[config.mk]
export PLATFORM = sky130hd
export DESIGN_NAME = srs_seq
export DESIGN_NICKNAME = d
export VERILOG_FILES = /design/src/rtl/srs_pkg.sv /design/src/rtl/srs_if.sv /design/src/rtl/srs_stab_counter.sv /design/src/rtl/srs_clk_div.sv /design/src/rtl/srs_seq.sv
export VERILOG_INCLUDE_DIRS = /design/src /design/src/rtl
export SDC_FILE = /design/constraint.sdc
export NUM_CORES = 1
export LEC_CHECK = 0
export ABC_AREA = 1
export BUFFER_PORTS_ARGS = -buffer_cell sky130_fd_sc_hd__buf_2
export CELL_PAD_IN_SITES_DETAIL_PLACEMENT = 0
export CELL_PAD_IN_SITES_GLOBAL_PLACEMENT = 1
export CORE_MARGIN = 2
export CORE_UTILIZATION = 40
export CTS_BUF_LIST = sky130_fd_sc_hd__clkbuf_2 sky130_fd_sc_hd__clkbuf_4 sky130_fd_sc_hd__clkbuf_8
export CTS_CLUSTER_SIZE = 16
export DETAILED_ROUTE_END_ITERATION = 8
export PLACE_DENSITY_LB_ADDON = 0.1
export REMOVE_ABC_BUFFERS = 1
export SYNTH_ARGS = -nofsm -noshare
export SYNTH_HDL_FRONTEND = slang
export SYNTH_SLANG_ARGS = --single-unit
export TNS_END_PERCENT = 20
[constraint.sdc]
create_clock -name i_clk_sys -period 3.72 [get_ports i_clk_sys]
set_input_delay 0.558 -clock i_clk_sys [delete_from_list [all_inputs] [get_ports i_clk_sys]]
set_output_delay 0.558 -clock i_clk_sys [all_outputs]
set_load 0.02 [all_outputs]
[src/rtl/srs_consts.svh]
`ifndef SRS_CONSTS_SVH
`define SRS_CONSTS_SVH
// counter width and stage lengths in oscillator-select clock cycles
`define SRS_CNT_W        12
`define SRS_LONG_CYC     4096
`define SRS_SHORT_CYC    32
`define SRS_DRIVE_CYC    32
`define SRS_HOLD_CYC     32
`define SRS_PIN_MIN_CYC  67
// restart vectors
`define SRS_VEC_USER     16'hFFFE
`define SRS_VEC_MON      16'hFEFE
// reset cause bit positions and the power-on cause value
`define SRS_F_POR        0
`define SRS_F_PIN        1
`define SRS_F_WDOG       2
`define SRS_F_BADOP      3
`define SRS_F_BADAD      4
`define SRS_F_LV         5
`define SRS_F_RESET      6'h01
`endif

[src/rtl/srs_pkg.sv]
package srs_pkg;
  typedef enum logic [3:0] {
    ST_POR  = 4'b0000,
    ST_LVH  = 4'b0001,
    ST_LONG = 4'b0010,
    ST_DRV  = 4'b0011,
    ST_INTERNAL_RESET_LINE = 4'b0100,
    ST_RUN  = 4'b0101,
    ST_WAIT = 4'b0110,
    ST_STOP = 4'b0111,
    ST_SREC = 4'b1000,
    ST_EXT  = 4'b1001
  } srs_state_t;

  typedef struct packed {
    srs_state_t  st;
    logic [5:0]  cause;
    logic [6:0]  pin_cnt;
    logic [3:0]  sy1;
    logic [3:0]  sy2;
    logic        wd_prev;
  } srs_seq_t;

  typedef struct packed {
    logic [11:0] cnt;
  } srs_cnt_t;

  typedef struct packed {
    logic       gen;
    logic [1:0] ph;
  } srs_div_t;
endpackage : srs_pkg

[src/rtl/srs_if.sv]
`timescale 1ns/1ps
`default_nettype none
// ties the sequencer to its counter and clock divider
interface srs_if;
  logic        tick;     // oscillator-select falling edge
  logic        clr;      // hold counter at zero
  logic [11:0] cnt;      // counter value
  logic        ovf;      // counter wrap pulse
  logic        gen_en;   // generator output enable
  logic        cpu_en;   // processor clock enable
  logic        per_en;   // peripheral clock enable
  logic        gen_clk;  // generator output clock
  logic        bus_ce;   // bus clock pulse
  modport seq (output tick, clr, gen_en, cpu_en, per_en,
               input cnt, ovf, gen_clk, bus_ce);
  modport cnt_m (input tick, clr, output cnt, ovf);
  modport div_m (input tick, gen_en, cpu_en, per_en,
                 output gen_clk, bus_ce);
endinterface : srs_if
`default_nettype wire

[src/rtl/srs_stab_counter.sv]
`timescale 1ns/1ps
`default_nettype none
`include "srs_consts.svh"
module srs_stab_counter (
  input  wire logic i_clk_sys,  // system clock
  input  wire logic i_sys_rst,  // sync reset, high
  input  wire logic i_ce,       // clock enable
  srs_if.cnt_m      c           // counter side
);
  srs_pkg::srs_cnt_t r_r;
  srs_pkg::srs_cnt_t r_nxt;

  // ===========================================================
  // counter advances once per oscillator falling edge
  always_comb begin
    r_nxt = r_r;
    if (c.clr) begin
      r_nxt.cnt = 12'h000;
    end else if (c.tick) begin
      r_nxt.cnt = r_r.cnt + 12'h001;
    end
  end

  always_ff @(posedge i_clk_sys) begin
    if (i_sys_rst) begin
      r_r <= '0;
    end else if (i_ce) begin
      r_r <= r_nxt;
    end
  end

  assign c.cnt = r_r.cnt;
  // wrap pulse clocks the watchdog prescaler
  assign c.ovf = i_ce & c.tick & ~c.clr & (&r_r.cnt);
endmodule : srs_stab_counter
`default_nettype wire

[src/rtl/srs_clk_div.sv]
`timescale 1ns/1ps
`default_nettype none
module srs_clk_div (
  input  wire logic i_clk_sys,  // system clock
  input  wire logic i_sys_rst,  // sync reset, high
  input  wire logic i_ce,       // clock enable
  srs_if.div_m      d           // divider side
);
  srs_pkg::srs_div_t r_r;
  srs_pkg::srs_div_t r_nxt;

  // ===========================================================
  // generator output is osc/2, bus is generator/2 = osc/4
  always_comb begin
    r_nxt = r_r;
    if (!d.gen_en) begin
      r_nxt.gen = 1'b0;
      r_nxt.ph  = 2'h0;
    end else if (d.tick) begin
      r_nxt.gen = ~r_r.gen;
      r_nxt.ph  = r_r.ph + 2'h1;
    end
  end

  always_ff @(posedge i_clk_sys) begin
    if (i_sys_rst) begin
      r_r <= '0;
    end else if (i_ce) begin
      r_r <= r_nxt;
    end
  end

  assign d.gen_clk = r_r.gen;
  // pulse once per two generator periods while peripherals run
  assign d.bus_ce  = i_ce & d.tick & d.gen_en & d.per_en
                     & r_r.gen & r_r.ph[1];
endmodule : srs_clk_div
`default_nettype wire

[src/rtl/srs_seq.sv]
`timescale 1ns/1ps
`default_nettype none
`include "srs_consts.svh"
module srs_seq #(
  parameter int LONG_CYC = `SRS_LONG_CYC  // oscillator wait length
) (
  input  wire logic        i_clk_sys,        // system clock
  input  wire logic        i_sys_rst,        // sync reset, high
  input  wire logic        i_ce,             // clock enable
  input  wire logic        i_osc_fall,       // osc-select falling edge
  input  wire logic        i_power_on_pulse, // async power-on pulse
  input  wire logic        i_lv_detect,      // async low-voltage level
  input  wire logic        i_wdog_req,       // async watchdog request
  input  wire logic        i_rst_pin_i,      // async reset pin level
  input  wire logic        i_bad_opcode,     // illegal opcode pulse
  input  wire logic        i_stop_exec,      // stop instruction pulse
  input  wire logic        i_wait_exec,      // wait instruction pulse
  input  wire logic        i_opcode_fetch,   // current fetch is opcode
  input  wire logic        i_unmapped,       // address is unmapped
  input  wire logic        i_wake,           // interrupt or break
  input  wire logic        i_monitor_mode,   // monitor mode active
  input  wire logic        i_stop_allow,     // stop instruction allowed
  input  wire logic        i_watchdog_disable,   // watchdog off
  input  wire logic        i_lv_monitor_power_off, // lv monitor off
  input  wire logic        i_lv_reset_disable,   // lv reset off
  input  wire logic        i_short_stop_recovery, // short recovery
  output logic             o_rst_pin_o,      // pin drive value
  output logic             o_rst_pin_oe,     // pin drive enable
  output logic             o_internal_reset_line, // internal reset
  output logic             o_cpu_clk_en,     // processor clocks on
  output logic             o_per_clk_en,     // peripheral clocks on
  output logic             o_gen_clock_out,  // generator output
  output logic             o_bus_ce,         // bus clock pulse
  output logic             o_wdog_tick,      // watchdog clock pulse
  output logic [15:0]      o_vector,         // restart vector
  output logic [5:0]       o_reset_cause_register, // cause flags
  output logic [11:0]      o_stab_count      // counter value
);
  // each stage but the release stage after a pin reset starts from a cleared counter, so its last tick is the
  // one seen while the count still reads the stage length minus one
  localparam logic [11:0] LONG_M1  = 12'(LONG_CYC - 1);
  localparam logic [11:0] SHORT_M1 = 12'(`SRS_SHORT_CYC - 1);
  localparam logic [11:0] DRV_M1   = 12'(`SRS_DRIVE_CYC - 1);
  localparam logic [11:0] HOLD_M1  = 12'(`SRS_HOLD_CYC - 1);
  localparam logic [6:0]  PIN_MIN  = 7'(`SRS_PIN_MIN_CYC);

  // ===========================================================
  // shared glue
  srs_if bus ();

  srs_stab_counter u_cnt (
    .i_clk_sys (i_clk_sys),
    .i_sys_rst (i_sys_rst),
    .i_ce      (i_ce),
    .c         (bus)
  );

  srs_clk_div u_div (
    .i_clk_sys (i_clk_sys),
    .i_sys_rst (i_sys_rst),
    .i_ce      (i_ce),
    .d         (bus)
  );

  // stage end: last oscillator edge of a stage begun at zero
  function automatic logic stage_end(input logic        tick,
                                     input logic [11:0] cnt,
                                     input logic [11:0] last);
    stage_end = tick & (cnt == last);
  endfunction : stage_end

  srs_pkg::srs_seq_t r_r;
  srs_pkg::srs_seq_t r_nxt;

  logic por_s;
  logic lv_s;
  logic wd_s;
  logic pin_lo_s;
  logic lv_go;
  logic wd_go;
  logic in_rst;
  logic rst_ld;   // move into a reset stage this cycle
  logic clr_c;

  // synchronised levels, second flop only
  assign por_s    = r_r.sy2[0];
  assign lv_s     = r_r.sy2[1];
  assign wd_s     = r_r.sy2[2];
  assign pin_lo_s = ~r_r.sy2[3];

  // low voltage is a level: it holds the sequencer until it goes away
  // watchdog is an edge: a request held high resets only once
  assign lv_go  = lv_s & ~i_lv_monitor_power_off
                  & ~i_lv_reset_disable;
  assign wd_go  = wd_s & ~r_r.wd_prev & ~i_watchdog_disable;
  // stages in which we pull the pin low ourselves; internal sources
  // other than low voltage are ignored here because a reset is already under way
  assign in_rst = (r_r.st == srs_pkg::ST_POR)
                | (r_r.st == srs_pkg::ST_LVH)
                | (r_r.st == srs_pkg::ST_LONG)
                | (r_r.st == srs_pkg::ST_DRV);

  // ===========================================================
  // sequencer next state
  always_comb begin
    r_nxt     = r_r;
    rst_ld    = 1'b0;
    clr_c     = 1'b0;
    // async pins pass two flops before anyone reads them
    r_nxt.sy1 = {i_rst_pin_i, i_wdog_req, i_lv_detect,
                 i_power_on_pulse};
    r_nxt.sy2 = r_r.sy1;
    r_nxt.wd_prev = wd_s;

    case (r_r.st)
      srs_pkg::ST_POR: begin
        r_nxt.cause = `SRS_F_RESET;
        r_nxt.st    = srs_pkg::ST_LONG;
        clr_c       = 1'b1;
      end
      srs_pkg::ST_LVH: begin
        // counter stays clear until the supply is back
        clr_c = 1'b1;
        if (!lv_s) begin
          r_nxt.st = srs_pkg::ST_LONG;
        end
      end
      srs_pkg::ST_LONG: begin
        if (stage_end(bus.tick, bus.cnt, LONG_M1)) begin
          r_nxt.st = srs_pkg::ST_DRV;
          clr_c    = 1'b1;
        end
      end
      srs_pkg::ST_DRV: begin
        if (stage_end(bus.tick, bus.cnt, DRV_M1)) begin
          r_nxt.st = srs_pkg::ST_INTERNAL_RESET_LINE;
          clr_c    = 1'b1;
        end
      end
      srs_pkg::ST_INTERNAL_RESET_LINE: begin
        if (stage_end(bus.tick, bus.cnt, HOLD_M1)) begin
          r_nxt.st = srs_pkg::ST_RUN;
        end
      end
      srs_pkg::ST_RUN: begin
        // a stop that is not allowed is caught below as a bad opcode
        if (i_stop_exec && i_stop_allow) begin
          r_nxt.st = srs_pkg::ST_STOP;
        end else if (i_wait_exec) begin
          r_nxt.st = srs_pkg::ST_WAIT;
        end
      end
      srs_pkg::ST_WAIT: begin
        // peripherals keep running; only the processor sleeps
        if (i_wake) begin
          r_nxt.st = srs_pkg::ST_RUN;
        end
      end
      srs_pkg::ST_STOP: begin
        clr_c = 1'b1;
        if (i_wake) begin
          r_nxt.st = srs_pkg::ST_SREC;
        end
      end
      srs_pkg::ST_SREC: begin
        // recovery length follows the option live; change it only in run
        if (stage_end(bus.tick, bus.cnt,
                      i_short_stop_recovery ? SHORT_M1
                                            : LONG_M1)) begin
          r_nxt.st = srs_pkg::ST_RUN;
        end
      end
      srs_pkg::ST_EXT: begin
        // counter left alone: pin reset does not clear it
        // limitation: the release stage then waits for the count to pass
        // the hold length, which can take up to one full counter wrap
        if (!pin_lo_s) begin
          r_nxt.st = srs_pkg::ST_INTERNAL_RESET_LINE;
        end else if (bus.tick && r_r.pin_cnt != PIN_MIN) begin
          r_nxt.pin_cnt = r_r.pin_cnt + 7'h01;
        end
        if (r_r.pin_cnt == PIN_MIN) begin
          r_nxt.cause[`SRS_F_PIN] = 1'b1;
        end
      end
      default: begin
        r_nxt.st = srs_pkg::ST_POR;
      end
    endcase

    // reset sources, highest priority first; flags only ever set
    // power-on is the one clear: it wins over any flag set in the same
    // cycle, because its flag must be the only one left standing
    if (por_s) begin
      r_nxt.st    = srs_pkg::ST_POR;
      r_nxt.cause = `SRS_F_RESET;
    end else if (lv_go && r_r.st != srs_pkg::ST_LVH
                 && r_r.st != srs_pkg::ST_POR) begin
      r_nxt.st = srs_pkg::ST_LVH;
      r_nxt.cause[`SRS_F_LV] = 1'b1;
      rst_ld = 1'b1;
    end else if (!in_rst) begin
      if (wd_go) begin
        r_nxt.cause[`SRS_F_WDOG] = 1'b1;
        rst_ld = 1'b1;
      end
      if (r_r.st == srs_pkg::ST_RUN && i_bad_opcode) begin
        r_nxt.cause[`SRS_F_BADOP] = 1'b1;
        rst_ld = 1'b1;
      end
      if (r_r.st == srs_pkg::ST_RUN && i_stop_exec
          && !i_stop_allow) begin
        r_nxt.cause[`SRS_F_BADOP] = 1'b1;
        rst_ld = 1'b1;
      end
      if (r_r.st == srs_pkg::ST_RUN && i_opcode_fetch
          && i_unmapped) begin
        r_nxt.cause[`SRS_F_BADAD] = 1'b1;
        rst_ld = 1'b1;
      end
      if (rst_ld) begin
        r_nxt.st = srs_pkg::ST_DRV;
      end else if (pin_lo_s && r_r.st != srs_pkg::ST_EXT
                   && r_r.st != srs_pkg::ST_INTERNAL_RESET_LINE) begin
        // our own drive is over, so a low pin is someone else
        r_nxt.st      = srs_pkg::ST_EXT;
        r_nxt.pin_cnt = 7'h00;
      end
    end
  end

  // ===========================================================
  // one register for all sequencer state
  always_ff @(posedge i_clk_sys) begin
    if (i_sys_rst) begin
      r_r     <= '0;
      // pin flops reset high, so the idle pin does not look like a
      // fresh external reset in the first cycles after release
      r_r.sy1 <= 4'h8;
      r_r.sy2 <= 4'h8;
    end else if (i_ce) begin
      r_r <= r_nxt;
    end
  end

  // ===========================================================
  // counter and divider control
  assign bus.tick   = i_osc_fall;
  assign bus.clr    = clr_c | rst_ld;
  // generator stays on through power-on, off only in stop and stop recovery
  assign bus.gen_en = (r_r.st != srs_pkg::ST_STOP)
                    & (r_r.st != srs_pkg::ST_SREC);
  // processor clocks run only in run; wait keeps the peripherals going
  assign bus.cpu_en = (r_r.st == srs_pkg::ST_RUN);
  assign bus.per_en = (r_r.st == srs_pkg::ST_RUN)
                    | (r_r.st == srs_pkg::ST_WAIT);

  // ===========================================================
  // outputs
  // open drain: we only pull low and leave the high level to the
  // pull-up, so other parties may share the pin
  assign o_rst_pin_o  = 1'b0;
  assign o_rst_pin_oe = in_rst;
  // every module sees reset until the release stage ends
  assign o_internal_reset_line = in_rst
                               | (r_r.st == srs_pkg::ST_INTERNAL_RESET_LINE)
                               | (r_r.st == srs_pkg::ST_EXT);
  assign o_cpu_clk_en    = bus.cpu_en;
  assign o_per_clk_en    = bus.per_en;
  assign o_gen_clock_out = bus.gen_clk;
  assign o_bus_ce        = bus.bus_ce;
  assign o_wdog_tick     = bus.ovf;
  // vector follows the mode input directly; it has no state of its own
  assign o_vector        = i_monitor_mode ? `SRS_VEC_MON
                                          : `SRS_VEC_USER;
  assign o_reset_cause_register = r_r.cause;
  assign o_stab_count    = bus.cnt;
endmodule : srs_seq
`default_nettype wire

# == Word-level counts from Yosys, hierarchy flattened ==
# Index checks and enable logic that the tools add are counted.
# classes
n_mul,0
eq_ne,21
n_mux,55
n_div,0
n_bitwise,29
reduce_logical,25
shifts,0
order_cmp,0
add_sub_neg,3
# ops
op,count
$mux 4,15
$mux 7,8
$pmux 4 s10,1
$mux 12,3
$mux 1,19
$eq 4x3->1 const B,4
$and 1x1->1,15
$add 12x1->12 const B,1
$eq 12x12->1,1
$eq 12x12->1 const B,1
$eq 12x5->1 const B,1
$mux 3,4
$reduce_and 12->1,1
$logic_and 1x1->1,11
$mux 9,1
$eq 4x2->1 const B,2
$eq 4x4->1 const B,2
$mux 8,1
$ne 4x3->1 const B,2
$ne 4x4->1 const B,2
$reduce_and 2->1,4
$add 7x1->7 const B,1
$eq 7x7->1 const B,1
$ne 7x7->1 const B,1
17 further kinds,31
# word_totals
ff_bits,41
elab_cells,145
memories,0
rom_bits,0
latchBits,0
ram_bits,0

# == Longest topological paths before layout ==
# depth
depth_word,17
mapped_depth,14

# == Hierarchy ==
# From an unflattened synthesis, not the netlist that was laid out.
# unflattened
cells_unflattened,416
area_unflattened_um2,2710.1
# modules_own_cells
mod,seq_area_each_um2,instances,area_each_um2,cells_per_inst
srs_seq,520.5,1,1831.8,281
srs_stab_counter,240.2,1,711.9,108
srs_clk_div,60.1,1,166.4,27

# == Worst setup path before layout ==
# Ideal clock, no wire load.
# synth_path
path_type,register to output
from,"reg u_cnt.r_r, in the netlist u_cnt.c.cnt[0]"
to,out o_wdog_tick
arrival_time_ns,1.700
n_path_buf,0
path_slack_ns,1.462
required_ns,3.162
stages_incl_launch_ff,10
cell_sequence,dfxtp_1 ha_1 nand2_1 nor2_1 nand2_1 nor2_1 inv_1 nor2_1 nand2_1 nor2_1
# synth_via
elab_chain_len,8
elab_cells_between_ends,12
classes_between,eq/ne: 2; mux: 3; bitwise: 6; reduce/logical: 1
# synth_lines
item,line,source
"start, declared",srs_stab_counter.sv:10,srs_pkg::srs_cnt_t r_r;
"start signal, assigned",srs_stab_counter.sv:28,r_r <= r_nxt;
$eq 12x5->1 / $eq 12x12->1 (equally long branches),srs_seq.sv:69,stage_end = tick & (cnt == last);
$and 1x1->1,srs_seq.sv:69,
"$mux 1, on equally long branches","srs_seq.sv:135, srs_seq.sv:129",
$pmux 1 s3,srs_seq.sv:115,case (r_r.st)
$or 1x1->1,srs_seq.sv:249,assign bus.clr = clr_c | rst_ld;
$not 1->1,srs_stab_counter.sv:34,assign c.ovf = i_ce & c.tick & ~c.clr & (&r_r.cnt);
$and 1x1->1,srs_stab_counter.sv:34,
$and 1x1->1 *,srs_stab_counter.sv:34,
"end, declared",srs_seq.sv:34,"output logic o_wdog_tick,"
# Mark *: on every way between the ends. The rest lies on a longest branch, timed or not.

# == Final worst setup path ==
# layout_path
from,reg r_r[25] (netlist bit)
to,out o_wdog_tick
# layout_via
elab_chain_len,15
elab_cells_between_ends,33
classes_between,eq/ne: 6; mux: 10; bitwise: 7; reduce/logical: 10
# layout_lines
item,line,source
"start, declared",srs_seq.sv:72,srs_pkg::srs_seq_t r_r;
"start signal, assigned",srs_seq.sv:242,r_r <= r_nxt;
$eq 4x3->1,"srs_seq.sv:207, srs_seq.sv:211, srs_seq.sv:216",
"$logic_and 1x1->1, on equally long branches","srs_seq.sv:207, srs_seq.sv:211",
$mux 1 / $logic_and 1x1->1 (equally long branches),"srs_seq.sv:207, srs_seq.sv:212",
$mux 1,srs_seq.sv:211,if (r_r.st == srs_pkg::ST_RUN && i_stop_exec
$mux 1,srs_seq.sv:216,if (r_r.st == srs_pkg::ST_RUN && i_opcode_fetch
$mux 1,srs_seq.sv:202,end else if (!in_rst) begin
$mux 1,srs_seq.sv:197,end else if (lv_go && r_r.st != srs_pkg::ST_LVH
$mux 1,srs_seq.sv:194,if (por_s) begin
$mux 1,srs_seq.sv:202,
$mux 1,srs_seq.sv:197,
$mux 1,srs_seq.sv:194,
$or 1x1->1 *,srs_seq.sv:249,
$not 1->1 *,srs_stab_counter.sv:34,
$and 1x1->1 * (2 in a row),srs_stab_counter.sv:34,
# Mark *: on every way between the ends. The rest lies on a longest branch, timed or not. The select of a mux whose other input is x is not followed.

==> run metrics <==
status finished clean; root buf cell clkbuf_8; FFs w/ async S/R, synth 0; cell area after synthesis 0.002765 sq mm; Distinct cells, synth 38; DRC viols 0; crit share post-route 0.7464; clock share of power 0.343; Hold Buf Count CTS 0; Max rail drop VDD 0.1967 mV; Post-synth EDFFs 0; unrepaired setup endpoints after global routing false; post-cts resize count 0; Final Hold Fails 0; post-synthesis sequential area ratio 0.2968; n_diodes 0; Synth Flop Type dfxtp_1; R2R setup slack 1.70 ns; pre-CTS setup slack 1.117 ns; initial drt markers 127; crit-path max FO 12; Leakage 0.001328 uW; max frequency 0.3601 GHz; Flop pwr share 0.535; clock-pin slew on the worst setup and hold paths 0.09 ns; Avg Cell Area, Syn 6.844 sq um; Gate Count Post-Synth 404; Routed WL per cell 12.58 um; Total GRT Usage 0.1794; Final GP Congestion 0.9122; commonest non-fill, non-tap cell in the layout nand2_1; area share of fa/ha/maj cells after synthesis 0.009050; slew margin rel. 0.5535; largest family of logic cells by synthesized area simple AND/OR/NAND/NOR gates; Max Cap Viol 0; Worst R2R Path Depth 12; Initial Utilization 0.4093; Power Dens Cells 285.4 mW/mm^2; compound-cell area share of the yosys netlist 0.1344; most frequent cells in the layout 75 x nand2_1, 47 x nor2_1, 46 x inv_1; Slew Limit Fails 0; Slew @ Worst Pin 0.6682 ns; Clk Latency, worst-skew pair 0.30 ns; crit start category flop; setup TNS 0 ns; GRT overflow 0; Worst Path Required 3.16 ns; share of cells above drive strength 1 0.2409; I/O Pins 62; first-pass GRT wire length 10.78 mm; H-tree depth 2; NetSw 249.0 uW; Post-Place Cell Area 0.002917 sq mm; Port Buffers 45; DRT Pass-1 Iters 4; XOR/XNOR Fraction of Synth Area 0.01900; HPWL Detailed 4.981 mm; switching part of the total power 0.2906; Die ar. 0.007594 sq mm; Finished Core Util 0.4444; nature of the critical path endpoint output pin; Tmin final 2.777 ns; FF+latch count, synth 41; vias in the first global route 2309; mux cell area share after synthesis 0; cell area after layout 0.003003 sq mm; Routed Antenna Nets 0; initial antenna violation count 0; DRT Wirelength 6.539 mm; Sink Count 41; clock skew 0.01186 ns; endpoints failing setup 0; CTS buffer count 5; via count 2548; die height 87.15 um; Nets 461; CTS tree yes; synth warn 0; total chip power 856.9 uW; Internal 607.8 uW; largest net degree at the start of global routing 23; Vias/cell 4.900; crit path kind reg2out; Post-CTS Setup Inserts 0; Comb pwr share 0.122; Hold Crit Class reg2reg; Worst Hold Depth 2; setup ws final 0.9434 ns; Die Span X 87.15 um; filler cell count 735; P&R area growth vs syn 8.597%; CTS Buffer Depth 2; FP Rows 30; Synth Area in Simple Gates 0.3810; WP data arrival 2.22 ns; Core ar. 0.006756 sq mm
==> cell families (layout without fill, tap and decap cells) <==
family	Yosys count	count (layout)
other	2	16
buffers and inverters	84	106
xor gates and xnor gates	6	6
AOI/OAI and AO/OA	61	61
and+or+nand+nor	208	208
DFF	41	41
adders and majority gates	2	2
==> power groups by stage <==
stage	Clock (uW)	Combinational [uW]	Sequential, uW
after detailed placement	0	105	469
after CTS	312	105	458
after global routing	326	118	460
after floorplan	0	65.2	471
final	294	104	458
after global placement	0	104	468
==> area by class of cell <==
type | instances | area [sq um] | area share
Multi-Input combinational cell | 293 | 1563 | 0.5204
Sequential cell | 41 | 820.8 | 0.2733
Timing Repair Buffer | 46 | 232.7 | 0.07750
Inverter | 52 | 200.2 | 0.06667
Tap cell | 80 | 100.1 | 0.03333
Clock buffer | 5 | 68.82 | 0.02292
Clock inverter | 3 | 17.52 | 0.005833
==> path summary, 6_finish.rpt <==
check | endpoint | start
max | o_wdog_tick | r_r[25]
min | r_nxt[4] | r_nxt[4]
max reg2reg | r_r[22] | u_cnt.c.cnt[0]
min reg2reg | r_nxt[4] | r_nxt[4]
==> worst max-delay path, cell delays in order (launching register included) <==
cell and delay, ns:
dfxtp_1 0.56, inv_1 0.10, nand2_2 0.11, nor2_4 0.07, nand2_2 0.07, nand3_4 0.09
nand2_4 0.07, nand2_2 0.06, nand2_2 0.08, nand2_4 0.07, nor2_4 0.07, buf_4 0.21
nand2_1 0.09, nor2_1 0.10, buf_2 0.17
==> sequential cells by signal, indices dropped and copies added, names as in the netlist <==
register	cells
u_div.r_r	2
r_r	13
u_cnt.c.cnt	12
por_s	1
r_nxt	5
u_div.d.gen_clk	1
lv_s	1
o_reset_cause_register	6
==> synthesized netlist by cell type, types with 3 or more instances <==
master / instances / area share
nand2_1: 75 / 0.10
nor2_1: 47 / 0.064
inv_1: 46 / 0.062
dfxtp_1: 41 / 0.30
nand3_1: 32 / 0.058
a21oi_1: 26 / 0.047
buf_4: 22 / 0.060
o21ai_0: 18 / 0.033
nand3_2: 13 / 0.047
nor3_1: 12 / 0.022
a21oi_2: 10 / 0.032
nand2_2: 8 / 0.018
inv_2: 5 / 0.0068
nor2_4: 5 / 0.020
buf_6: 4 / 0.016
clkbuf_1: 4 / 0.0054
nand4_1: 4 / 0.0090
xor2_1: 4 / 0.013
nand2_4: 3 / 0.012
nor2_2: 3 / 0.0068
==> through the flow <==
stage | std cells | hold WS, ns
6_report | 520 | 0.4682
2_1_floorplan | 386 | 0.4292
5_1_grt | 520 | 0.4818
3_3_place_gp | 512 | 0.4430
3_5_place_dp | 512 | 0.4465
4_1_cts | 520 | 0.4628
==> per-layer routing <==
metal | track usage | up-vias | part of all wire
li1 | - | 1332 | -
met1 | 0.2581 | 1154 | 0.50
met2 | 0.2734 | 51 | 0.45
met3 | 0.02654 | 11 | 0.042
met4 | 0.06154 | 0 | 0.015
met5 | 0 | - | 0
Power figures use the tool's default switching activity.
